`src/include/dfrg_pkg.sv`:
```
package dfrg_pkg;
  // frequency in 0.01 Hz, ramp accumulator carries a 16-bit fraction
  localparam int FREQ_W = 16;
  localparam int FRAC_W = 16;
  localparam int ACC_W = FREQ_W + FRAC_W;
  localparam int TIME_W = 16;
  localparam int TICKS_W = 24;
  localparam int FUNC_W = 8;

  // input and output function codes
  localparam logic [7:0] DI_FN_TIME_SET2 = 8'h10;
  localparam logic [7:0] DI_FN_HALT_NO = 8'h15;
  localparam logic [7:0] DI_FN_HALT_NC = 8'h16;
  localparam logic [7:0] DO_FN_HALT_BUSY = 8'h2c;

  // time settings, counts of the selected time unit, except S-curve times, which are always 0.01 s counts
  localparam logic [15:0] RAMP_TIME_MAX = 16'hea60;
  localparam logic [15:0] HALT_TIME_MAX = 16'h8ca0;
  localparam logic [15:0] RAMP_TIME_DEF = 16'h0064;
  localparam logic [15:0] SCURVE_MAX = 16'h03e8;
  localparam logic [15:0] SCURVE_DEF = 16'h0014;
  localparam logic UNIT_SEL_DEF = 1'b1;
  localparam logic [3:0] DS_TO_CS = 4'ha;

  // frequency defaults, 0.01 Hz counts
  localparam logic [15:0] FALLBACK_DEF = 16'h0bb8;
  localparam logic [15:0] FMAX_DEF = 16'h1770;
  localparam logic [15:0] UPPER_LIMIT_DEF = 16'hffff;

  // control tick
  localparam int CLK_PERIOD_NS = 4;
  localparam int TICK_TIME_NS = 1000000;
  localparam int TICK_CYCLES_DEF = TICK_TIME_NS / CLK_PERIOD_NS;
  localparam int CS_NS = 10000000;
  localparam logic [3:0] TICKS_PER_CS = 4'(CS_NS / TICK_TIME_NS);

  typedef enum logic [1:0] {
    DFRG_DIV_IDLE = 2'b01,
    DFRG_DIV_RUN = 2'b10
  } dfrg_div_state_t;
endpackage

```
`src/include/dfrg_div_if.sv`:
```
`timescale 1ns/1ps
interface dfrg_div_if;
  import dfrg_pkg::*;
  logic req;
  logic [ACC_W-1:0] dividend;
  logic [TICKS_W-1:0] divisor;
  logic done;
  logic [ACC_W-1:0] quotient;
  modport master (output req, output dividend, output divisor,
    input done, input quotient);
  modport slave (input req, input dividend, input divisor,
    output done, output quotient);
endinterface

```
`src/design/dfrg_ramp_gen.sv`:
```
`timescale 1ns/1ps
module dfrg_ramp_gen
  import dfrg_pkg::*;
#(
  parameter int NUM_DI = 4,
  parameter int TICK_CYCLES = TICK_CYCLES_DEF
)
(
  // clock, reset, enable
  input wire logic mclk,
  input wire logic sys_rst,
  input wire logic ce,
  // terminal pins
  input wire logic [NUM_DI-1:0] di_pins,
  input wire logic run_cmd,
  input wire logic jog_req,
  // same-domain control
  input wire logic motor2_sel,
  input wire logic pid_alarm,
  input wire logic fault_halt_req,
  input wire logic [FREQ_W-1:0] freq_ref,
  // configuration, taken on cfg_load
  input wire logic cfg_load,
  input wire logic [TIME_W-1:0] accel_time_set1,
  input wire logic [TIME_W-1:0] decel_time_set1,
  input wire logic [TIME_W-1:0] accel_time_set2,
  input wire logic [TIME_W-1:0] decel_time_set2,
  input wire logic [TIME_W-1:0] quick_halt_time,
  input wire logic ramp_time_unit_select,
  input wire logic [TIME_W-1:0] inch_accel_time,
  input wire logic [TIME_W-1:0] inch_decel_time,
  input wire logic [TIME_W-1:0] scurve_accel_start,
  input wire logic [TIME_W-1:0] scurve_accel_end,
  input wire logic [TIME_W-1:0] scurve_decel_start,
  input wire logic [TIME_W-1:0] scurve_decel_end,
  input wire logic [FREQ_W-1:0] max_output_freq,
  input wire logic [FREQ_W-1:0] motor2_max_output_freq,
  input wire logic [FREQ_W-1:0] freq_cmd_upper_limit,
  input wire logic [FREQ_W-1:0] inch_freq_cmd,
  input wire logic [FREQ_W-1:0] disconnect_fallback_freq,
  input wire logic [NUM_DI*FUNC_W-1:0] digital_input_function_select,
  input wire logic [FUNC_W-1:0] digital_output_function_select,
  // outputs
  output logic [FREQ_W-1:0] out_freq_q,
  output logic halt_dout_q,
  output logic halt_latched_q,
  output logic at_target_q
);
  function automatic logic [TIME_W-1:0] sat(input logic [TIME_W-1:0] v,
    input logic [TIME_W-1:0] lim);
    sat = (v > lim) ? lim : v;
  endfunction

  function automatic logic [FREQ_W-1:0] fmin(input logic [FREQ_W-1:0] a,
    input logic [FREQ_W-1:0] b);
    fmin = (a < b) ? a : b;
  endfunction

  // configuration registers
  logic [TIME_W-1:0] acc1_q, dec1_q, acc2_q, dec2_q, halt_t_q;
  logic [TIME_W-1:0] iacc_q, idec_q, sas_q, sae_q, sds_q, sde_q;
  logic unit_q;
  logic [FREQ_W-1:0] fmax1_q, fmax2_q, flim_q, inch_q, fb_q;
  logic [NUM_DI*FUNC_W-1:0] di_fn_q;
  logic [FUNC_W-1:0] do_fn_q;

  always_ff @(posedge mclk) begin
    if (sys_rst) begin
      acc1_q <= RAMP_TIME_DEF;
      dec1_q <= RAMP_TIME_DEF;
      acc2_q <= RAMP_TIME_DEF;
      dec2_q <= RAMP_TIME_DEF;
      halt_t_q <= RAMP_TIME_DEF;
      iacc_q <= RAMP_TIME_DEF;
      idec_q <= RAMP_TIME_DEF;
      sas_q <= SCURVE_DEF;
      sae_q <= SCURVE_DEF;
      sds_q <= SCURVE_DEF;
      sde_q <= SCURVE_DEF;
      unit_q <= UNIT_SEL_DEF;
      fmax1_q <= FMAX_DEF;
      fmax2_q <= FMAX_DEF;
      flim_q <= UPPER_LIMIT_DEF;
      inch_q <= '0;
      fb_q <= FALLBACK_DEF;
      di_fn_q <= '0;
      do_fn_q <= '0;
    end else if (ce && cfg_load) begin
      acc1_q <= sat(accel_time_set1, RAMP_TIME_MAX);
      dec1_q <= sat(decel_time_set1, RAMP_TIME_MAX);
      acc2_q <= sat(accel_time_set2, RAMP_TIME_MAX);
      dec2_q <= sat(decel_time_set2, RAMP_TIME_MAX);
      halt_t_q <= sat(quick_halt_time, HALT_TIME_MAX);
      iacc_q <= sat(inch_accel_time, RAMP_TIME_MAX);
      idec_q <= sat(inch_decel_time, RAMP_TIME_MAX);
      sas_q <= sat(scurve_accel_start, SCURVE_MAX);
      sae_q <= sat(scurve_accel_end, SCURVE_MAX);
      sds_q <= sat(scurve_decel_start, SCURVE_MAX);
      sde_q <= sat(scurve_decel_end, SCURVE_MAX);
      unit_q <= ramp_time_unit_select;
      fmax1_q <= max_output_freq;
      fmax2_q <= motor2_max_output_freq;
      flim_q <= freq_cmd_upper_limit;
      inch_q <= inch_freq_cmd;
      fb_q <= disconnect_fallback_freq;
      di_fn_q <= digital_input_function_select;
      do_fn_q <= digital_output_function_select;
    end
  end

  // pin synchronisers
  logic [NUM_DI+1:0] pin_m_q, pin_s_q;
  always_ff @(posedge mclk) begin
    if (sys_rst) begin
      pin_m_q <= '0;
      pin_s_q <= '0;
    end else if (ce) begin
      pin_m_q <= {jog_req, run_cmd, di_pins};
      pin_s_q <= pin_m_q;
    end
  end
  wire [NUM_DI-1:0] di_s = pin_s_q[NUM_DI-1:0];
  wire run_s = pin_s_q[NUM_DI];
  wire jog_s = pin_s_q[NUM_DI+1];

  // input function decode
  logic [NUM_DI-1:0] set2_v, halt_v;
  genvar g;
  generate
    for (g = 0; g < NUM_DI; g++) begin : g_di
      wire [FUNC_W-1:0] fn = di_fn_q[g*FUNC_W +: FUNC_W];
      assign set2_v[g] = di_s[g] && (fn == DI_FN_TIME_SET2);
      assign halt_v[g] = ((fn == DI_FN_HALT_NO) && di_s[g]) ||
        ((fn == DI_FN_HALT_NC) && !di_s[g]);
    end
  endgenerate
  wire halt_in = |halt_v;
  wire use_set2 = (|set2_v) || motor2_sel;

  // limits and targets
  wire [FREQ_W-1:0] fmax = motor2_sel ? fmax2_q : fmax1_q;
  wire [FREQ_W-1:0] upper = fmin(fmin(fmax1_q, fmax2_q), flim_q);
  wire [FREQ_W-1:0] fb_clamp = fmin(fb_q, upper);
  wire [FREQ_W-1:0] ref_clamp = fmin(freq_ref, fmin(fmax, flim_q));

  logic halt_q, run_prev_q;
  wire at_zero = out_freq_q == '0;
  wire run_rise = run_s && !run_prev_q;
  wire halt_clr = halt_q && at_zero && !halt_in && run_rise;
  wire halt_d = halt_in ? 1'b1 : (halt_clr ? 1'b0 : halt_q);
  wire stop_all = halt_q || fault_halt_req || !run_s;
  wire quick = halt_q || fault_halt_req;
  wire [FREQ_W-1:0] tgt = stop_all ? '0 :
    jog_s ? fmin(inch_q, upper) :
    pid_alarm ? fb_clamp : ref_clamp;
  wire up = tgt > out_freq_q;

  // active ramp time
  wire [TIME_W-1:0] t_norm = use_set2 ? (up ? acc2_q : dec2_q) :
    (up ? acc1_q : dec1_q);
  wire [TIME_W-1:0] t_jog = up ? iacc_q : idec_q;
  wire [TIME_W-1:0] t_sel = quick ? halt_t_q :
    (jog_s && run_s) ? t_jog : t_norm;
  wire [19:0] t_cs = unit_q ? 20'(t_sel) * 20'(DS_TO_CS) : 20'(t_sel);
  wire [16:0] s_sum = up ? 17'(sas_q) + 17'(sae_q) :
    17'(sds_q) + 17'(sde_q);
  wire [19:0] t_eff = t_cs + 20'(s_sum[16:1]);
  wire [TICKS_W-1:0] ticks = 24'(t_eff) * 24'(TICKS_PER_CS);

  // step computation
  dfrg_div_if div_bus ();
  logic div_req_q;
  logic [ACC_W-1:0] step_q;
  assign div_bus.req = div_req_q;
  assign div_bus.dividend = {fmax, {FRAC_W{1'b0}}};
  assign div_bus.divisor = ticks;

  dfrg_divider u_div (
    .mclk(mclk),
    .sys_rst(sys_rst),
    .ce(ce),
    .div(div_bus.slave)
  );

  // control tick
  logic [31:0] tick_cnt_q;
  wire tick = tick_cnt_q == 32'(TICK_CYCLES - 1);

  // ramp accumulator
  logic [ACC_W-1:0] acc_q;
  wire [ACC_W-1:0] tgt_acc = {tgt, {FRAC_W{1'b0}}};
  wire [ACC_W:0] acc_up = {1'b0, acc_q} + {1'b0, step_q};
  wire [ACC_W-1:0] gap_dn = acc_q - tgt_acc;
  wire [ACC_W-1:0] acc_nxt = up ?
    ((acc_up >= {1'b0, tgt_acc}) ? tgt_acc : acc_up[ACC_W-1:0]) :
    ((gap_dn <= step_q) ? tgt_acc : acc_q - step_q);
  wire [ACC_W-1:0] acc_d = tick ? acc_nxt : acc_q;
  wire halt_busy = quick && !at_zero;

  always_ff @(posedge mclk) begin
    if (sys_rst) begin
      tick_cnt_q <= '0;
      div_req_q <= 1'b0;
      step_q <= '0;
      acc_q <= '0;
      out_freq_q <= '0;
      halt_q <= 1'b0;
      run_prev_q <= 1'b0;
      halt_dout_q <= 1'b0;
      halt_latched_q <= 1'b0;
      at_target_q <= 1'b0;
    end else if (ce) begin
      tick_cnt_q <= tick ? '0 : tick_cnt_q + 32'h0000_0001;
      div_req_q <= 1'b1;
      if (div_bus.done) begin
        step_q <= div_bus.quotient;
      end
      acc_q <= acc_d;
      out_freq_q <= acc_d[ACC_W-1:FRAC_W];
      halt_q <= halt_d;
      run_prev_q <= run_s;
      halt_latched_q <= halt_d;
      halt_dout_q <= halt_busy && (do_fn_q == DO_FN_HALT_BUSY);
      at_target_q <= acc_d[ACC_W-1:FRAC_W] == tgt;
    end
  end

  AST_HALT_LATCH: assert property (@(posedge mclk) disable iff (sys_rst)
    ce && halt_in |=> halt_q)
    else $error("quick halt request not latched");

  AST_HALT_HOLD: assert property (@(posedge mclk) disable iff (sys_rst)
    ce && halt_q && !(at_zero && run_rise) |=> halt_q)
    else $error("quick halt released early");

  AST_HALT_NO_RUN: assert property (@(posedge mclk) disable iff (sys_rst)
    halt_q |-> tgt == '0 && t_sel == halt_t_q)
    else $error("target not zero during quick halt");

  AST_DOUT_HALT: assert property (@(posedge mclk) disable iff (sys_rst)
    ce && halt_busy && do_fn_q == DO_FN_HALT_BUSY |=> halt_dout_q)
    else $error("halt output not asserted during decel");

  AST_SET2_ACC: assert property (@(posedge mclk) disable iff (sys_rst)
    !quick && !jog_s && (|set2_v) && up |-> t_sel == acc2_q)
    else $error("time set two not selected");

  AST_JOG_PRIO: assert property (@(posedge mclk) disable iff (sys_rst)
    !stop_all && jog_s |-> tgt == fmin(inch_q, upper) &&
    t_sel == (up ? iacc_q : idec_q))
    else $error("jog command not given priority");

  AST_FALLBACK: assert property (@(posedge mclk) disable iff (sys_rst)
    !stop_all && !jog_s && pid_alarm |-> tgt == fb_clamp && tgt <= upper)
    else $error("fallback frequency not applied");

  AST_RAMP_DIR: assert property (@(posedge mclk) disable iff (sys_rst)
    ce && tick && up |=> acc_q >= $past(acc_q) && acc_q <= $past(tgt_acc))
    else $error("ramp overshoot or wrong direction");

  AST_RESET_OUT: assert property (@(posedge mclk)
    sys_rst |=> out_freq_q == '0 && !halt_latched_q)
    else $error("outputs not cleared by reset");
endmodule

```
`src/design/dfrg_divider.sv`:
```
`timescale 1ns/1ps
module dfrg_divider
  import dfrg_pkg::*;
(
  // clock, reset and enable
  input wire logic mclk,
  input wire logic sys_rst,
  input wire logic ce,
  // division port
  dfrg_div_if.slave div
);
  dfrg_div_state_t state_q;
  logic [5:0] cnt_q;
  logic [ACC_W-1:0] num_q;
  logic [ACC_W-1:0] quo_q;
  logic [TICKS_W:0] rem_q;
  logic [TICKS_W-1:0] den_q;
  logic done_q;
  logic [ACC_W-1:0] res_q;
  wire [TICKS_W:0] rem_sh = {rem_q[TICKS_W-1:0], num_q[ACC_W-1]};
  wire rem_ge = rem_sh >= {1'b0, den_q};
  wire [TICKS_W:0] rem_sub = rem_sh - {1'b0, den_q};
  wire last = cnt_q == 6'(ACC_W - 1);

  assign div.done = done_q;
  assign div.quotient = res_q;

  always_ff @(posedge mclk) begin
    if (sys_rst) begin
      state_q <= DFRG_DIV_IDLE;
      cnt_q <= 6'h00;
      num_q <= '0;
      quo_q <= '0;
      rem_q <= '0;
      den_q <= '0;
      done_q <= 1'b0;
      res_q <= '0;
    end else if (ce) begin
      done_q <= 1'b0;
      case (state_q)
        DFRG_DIV_IDLE: begin
          if (div.req) begin
            num_q <= div.dividend;
            den_q <= div.divisor;
            rem_q <= '0;
            cnt_q <= 6'h00;
            state_q <= DFRG_DIV_RUN;
          end
        end
        DFRG_DIV_RUN: begin
          rem_q <= rem_ge ? rem_sub : rem_sh;
          num_q <= {num_q[ACC_W-2:0], 1'b0};
          quo_q <= {quo_q[ACC_W-2:0], rem_ge};
          cnt_q <= cnt_q + 6'h01;
          if (last) begin
            // zero divisor means an immediate jump: full step
            res_q <= (den_q == '0) ? '1 : {quo_q[ACC_W-2:0], rem_ge};
            done_q <= 1'b1;
            state_q <= DFRG_DIV_IDLE;
          end
        end
        default: state_q <= DFRG_DIV_IDLE;
      endcase
    end
  end

  property p_div_bounded;
    @(posedge mclk) disable iff (sys_rst)
      (ce && state_q == DFRG_DIV_IDLE && div.req) |=> ##[1:200] done_q;
  endproperty
  AST_DIV_DONE: assert property (p_div_bounded)
    else $error("divider did not finish");
endmodule

```
`config.mk`:
```
export PLATFORM = sky130hd
export DESIGN_NAME = dfrg_ramp_gen
export DESIGN_NICKNAME = d
export VERILOG_FILES = /design/src/include/dfrg_pkg.sv /design/src/include/dfrg_div_if.sv /design/src/design/dfrg_ramp_gen.sv /design/src/design/dfrg_divider.sv
export SDC_FILE = /design/constraint.sdc
export NUM_CORES = 2
export LEC_CHECK = 0
export BUFFER_PORTS_ARGS = -buffer_cell sky130_fd_sc_hd__clkbuf_2
export CORE_MARGIN = 8
export CORE_UTILIZATION = 45
export DETAILED_ROUTE_END_ITERATION = 10
export MAX_ROUTING_LAYER = met4
export PLACE_DENSITY_LB_ADDON = 0.25
export SLEW_MARGIN = 20
export SYNTH_ARGS = -nofsm -noshare
export SYNTH_HDL_FRONTEND = slang
export SYNTH_SLANG_ARGS = --single-unit
```
`constraint.sdc`:
```
create_clock -name mclk -period 45.8 [get_ports mclk]
set_input_delay 6.87 -clock mclk [delete_from_list [all_inputs] [get_ports mclk]]
set_output_delay 6.87 -clock mclk [all_outputs]
set_load 0.01 [all_outputs]
```
==> results.sh <==
export IMPL_routedWlPerCell_um=20.02
export IMPL_cp_endpoint="u_div.den_q[22]"
export IMPL_routed_wl_um=120300
export IMPL_cts_resized=0
export IMPL_antenna_found_initial=4
export IMPL_cp_slowest_stage_delay_ns=0.85
export IMPL_route_detailed_drc=0
export IMPL_p_leak_uw=0.01748
export IMPL_synth_edff_count=0
export IMPL_yosys_warnings=0
export IMPL_cts_clk_slew_worst_paths_ns=0.07
export IMPL_min_path_type="reg -> reg"
export IMPL_yosys_most_used_dff="dfxtp_1"
export IMPL_grt_pass1_wl_um=185400
export IMPL_slew_viol_final=0
export IMPL_io_buffer_count=344
export IMPL_pin_count=345
export IMPL_multi_input_area_um2=23390
export IMPL_tightest_slew_ns=1.086
export IMPL_crit_start="motor2_sel"
export IMPL_power_density_nw_per_um2=41.42
export IMPL_dpl_hpwl_um=91600
export IMPL_routabilityCongestion=0.9526
export IMPL_status="completed"
export IMPL_setup_viol=0
export IMPL_die_x_um=299.6
export IMPL_fin_ws_ns=24.62
export IMPL_viasPerCell=5.740
export IMPL_r2r_start="fmax2_q[2]"
export IMPL_synth_area_per_cell_um2=7.682
export IMPL_ys_seq_area_frac=0.3014
export IMPL_clock_latency_ns=0.63
export IMPL_grt_max_degree=209
export IMPL_arrival_ns=21.64
export IMPL_cts_root_buf="clkbuf_16"
export IMPL_ant_nets=0
export IMPL_drive_above_1_share=0.1268
export IMPL_crit_required_ns=46.26
export IMPL_async_reset_ff_frac=0
export IMPL_post_cts_setup_buffer_count=0
export IMPL_grt_util_all_layers=0.2620
export IMPL_nets=5579
export IMPL_area_growth_pct=12.50
export IMPL_vias=34472
export IMPL_r2r_slack_ns=28.93
export IMPL_setup_tns_final_ns=0
export IMPL_rsz0062_at_grt="no"
export IMPL_grt_overflow=0
export IMPL_max_slew_margin_rel=0.2760
export IMPL_drt_pass1_iter_count=5
export IMPL_syn_area_um2=36200
export IMPL_fp_dieArea_um2=89780
export IMPL_fillerInstances=8009
export IMPL_start_util=0.4517
export IMPL_cts_buffers=66
export IMPL_ir_drop_mv=0.03791
export IMPL_fin_crit_sh=0.4624
export IMPL_core_um2=80160
export IMPL_hold_violations=0
export IMPL_ys_ff_latch=545
export IMPL_postCtsHoldBufs=0
export IMPL_die_y_um=299.6
export IMPL_clock_skew_ns=0.02789
export IMPL_crit_fanout=31
export IMPL_reg2reg_depth=64
export IMPL_place_worst_setup_slack_ns=24.29
export IMPL_clockBufferDepth=3
export IMPL_start_kind="primary input"
export IMPL_r2r_end="u_div.den_q[22]"
export IMPL_core_rowCount=104
export IMPL_syn_nets=5391
export IMPL_seq_area_um2=10910
export IMPL_crit_path_end_kind="register"
export IMPL_clock_sinks=545
export IMPL_drt_iter0_markers=2547
export IMPL_slowest_stage="o21a_1"
export IMPL_path_class="in -> reg"
export IMPL_ys_types=106
export IMPL_maxCapViolations=0
export IMPL_htree_num_levels=3
export IMPL_grt_pass1_vias=32393
export IMPL_cts_tree="built"
export IMPL_fmax_mhz=47.22
export IMPL_fin_crit_ns=21.18
export IMPL_netlist_instances=4713
## cell usage after synthesis (7+ instances only)
cell | n | area [um^2]
nor2b_1 | 28 | 175.2
buf_2 | 12 | 60.06
a21o_1 | 67 | 503.0
mux2i_1 | 71 | 710.7
mux4_2 | 16 | 360.4
nand2_1 | 756 | 2838
a31o_2 | 7 | 61.31
o21ai_0 | 225 | 1126
nand3_1 | 119 | 595.6
nor3_1 | 172 | 860.8
nor3b_1 | 7 | 52.55
clkbuf_1 | 223 | 837.1
buf_4 | 17 | 127.6
a22oi_1 | 22 | 165.2
o22ai_1 | 17 | 106.4
o21bai_1 | 43 | 322.8
nand4_1 | 47 | 294.0
o211ai_1 | 49 | 367.9
a2111oi_0 | 7 | 61.31
a221oi_1 | 8 | 70.07
nor4_1 | 40 | 250.2
inv_1 | 234 | 878.3
fa_1 | 9 | 180.2
and3_1 | 44 | 275.3
nand2b_1 | 31 | 193.9
and2_1 | 24 | 150.1
o221ai_1 | 17 | 148.9
or3_1 | 21 | 131.4
mux2_2 | 69 | 777.0
ha_1 | 343 | 4292
a211oi_1 | 27 | 202.7
nand3b_1 | 7 | 52.55
a21oi_1 | 544 | 2723
a21boi_0 | 14 | 105.1
nor2_1 | 412 | 1546
or4_1 | 13 | 97.59
a221o_1 | 32 | 320.3
xor2_1 | 55 | 481.7
o31ai_1 | 12 | 90.09
o21a_1 | 24 | 180.2
a31oi_1 | 23 | 143.9
dfxtp_1 | 545 | 10910
nor4b_1 | 11 | 96.34
xnor2_1 | 103 | 902.1
## metal layers
metal	vias to the layer above	wire, um	track usage
li1	17035	-	-
met1	16114	55760	0.3537
met2	1135	53610	0.4103
met3	188	7271	0.03130
met4	0	3623	0.07884
met5	-	0	-
## state kept, by name, indices dropped and copies added, names as in the netlist, 23 cells and up
signal,flops
tick_cnt_q,32
step_q,32
u_div.quo_q,31
di_fn_q,32
u_div.den_q,23
acc_q,32
u_div.div.quotient,32
u_div.rem_q,24
## layout make-up
class | count | area share
Tap cell | 1060 | 0.03256
Sequential cell | 545 | 0.2679
Clock inverter | 25 | 0.008202
Multi-Input combinational cell | 3670 | 0.5743
Inverter | 239 | 0.02209
Clock buffer | 85 | 0.04504
Timing Repair Buffer | 379 | 0.04977
Antenna cell | 3 | 0.0001843
## worst min-delay path by stage
stage	from	cells past startpoint	to	slack [ns]
floorplan	acc2_q[0]	2	acc2_q[0]	0.43
global placement	u_div.div.quotient[13]	2	step_q[13]	0.43
detailed placement	u_div.div.quotient[13]	2	step_q[13]	0.44
CTS	u_div.div.quotient[20]	2	step_q[20]	0.45
global route	u_div.div.quotient[14]	2	step_q[14]	0.46
finish	u_div.div.quotient[25]	2	step_q[25]	0.44
## logic make-up (layout without fill, tap and decap cells)
logic type                 after synthesis  after routing  synth area share
buffers and inverters                  498            728           0.05443
DFF                                    545            545            0.3014
and+or+nand+nor                       1761           1761            0.2173
AOI/OAI and AO/OA                     1238           1238            0.2122
adders and majority gates              355            355            0.1244
muxes                                  157            157           0.05146
xor gates and xnor gates               159            159           0.03885
other                                    0              3                 0
## where the power goes
group	switching, uW	internal, uW	total (uW)
Clock	220	308	528
Combinational	382	269	651
Sequential	15.6	493	508
Total	617	1070	1690
## metrics by stage
stage | std cells | util | area (um^2) | hold slack [ns] | power [uW]
2_1_floorplan | 4713 | - | 36200 | 0.4284 | 992.7
6_report | 6006 | 0.5081 | 40730 | 0.4396 | 1687
3_3_place_gp | 5892 | 0.4806 | 38520 | 0.4347 | 1145
5_1_grt | 6006 | 0.5081 | 40730 | 0.4637 | 1789
4_1_cts | 6002 | 0.5077 | 40690 | 0.4454 | 1688
3_5_place_dp | 5892 | 0.4806 | 38520 | 0.4377 | 1152
## layout by cell type, fill, tap and decap left out, types with 27 or more instances in the layout
cell type and n:
nand2_1 755, dfxtp_1 545, a21oi_1 544, nor2_1 407
ha_1 343, clkbuf_2 343, inv_1 233, o21ai_0 225
nor3_1 172, nand3_1 118, xnor2_1 103, mux2i_1 71
mux2_2 69, a21o_1 67, clkbuf_16 67, xor2_1 55
o211ai_1 49, nand4_1 47, and3_1 44, o21bai_1 43
nor4_1 40, buf_4 33, a221o_1 32, nand2b_1 31
nor2b_1 28, a211oi_1 27
## critical path: cells and delay by family
kind / cells / cell delay [ns]
simple gates: 8 / 1.30
fa+ha+maj: 10 / 3.19
buf+inv: 7 / 1.31
xor+xnor: 1 / 0.26
mux: 4 / 1.57
compound gates: 28 / 7.08
Power figures use the tool's default switching activity.
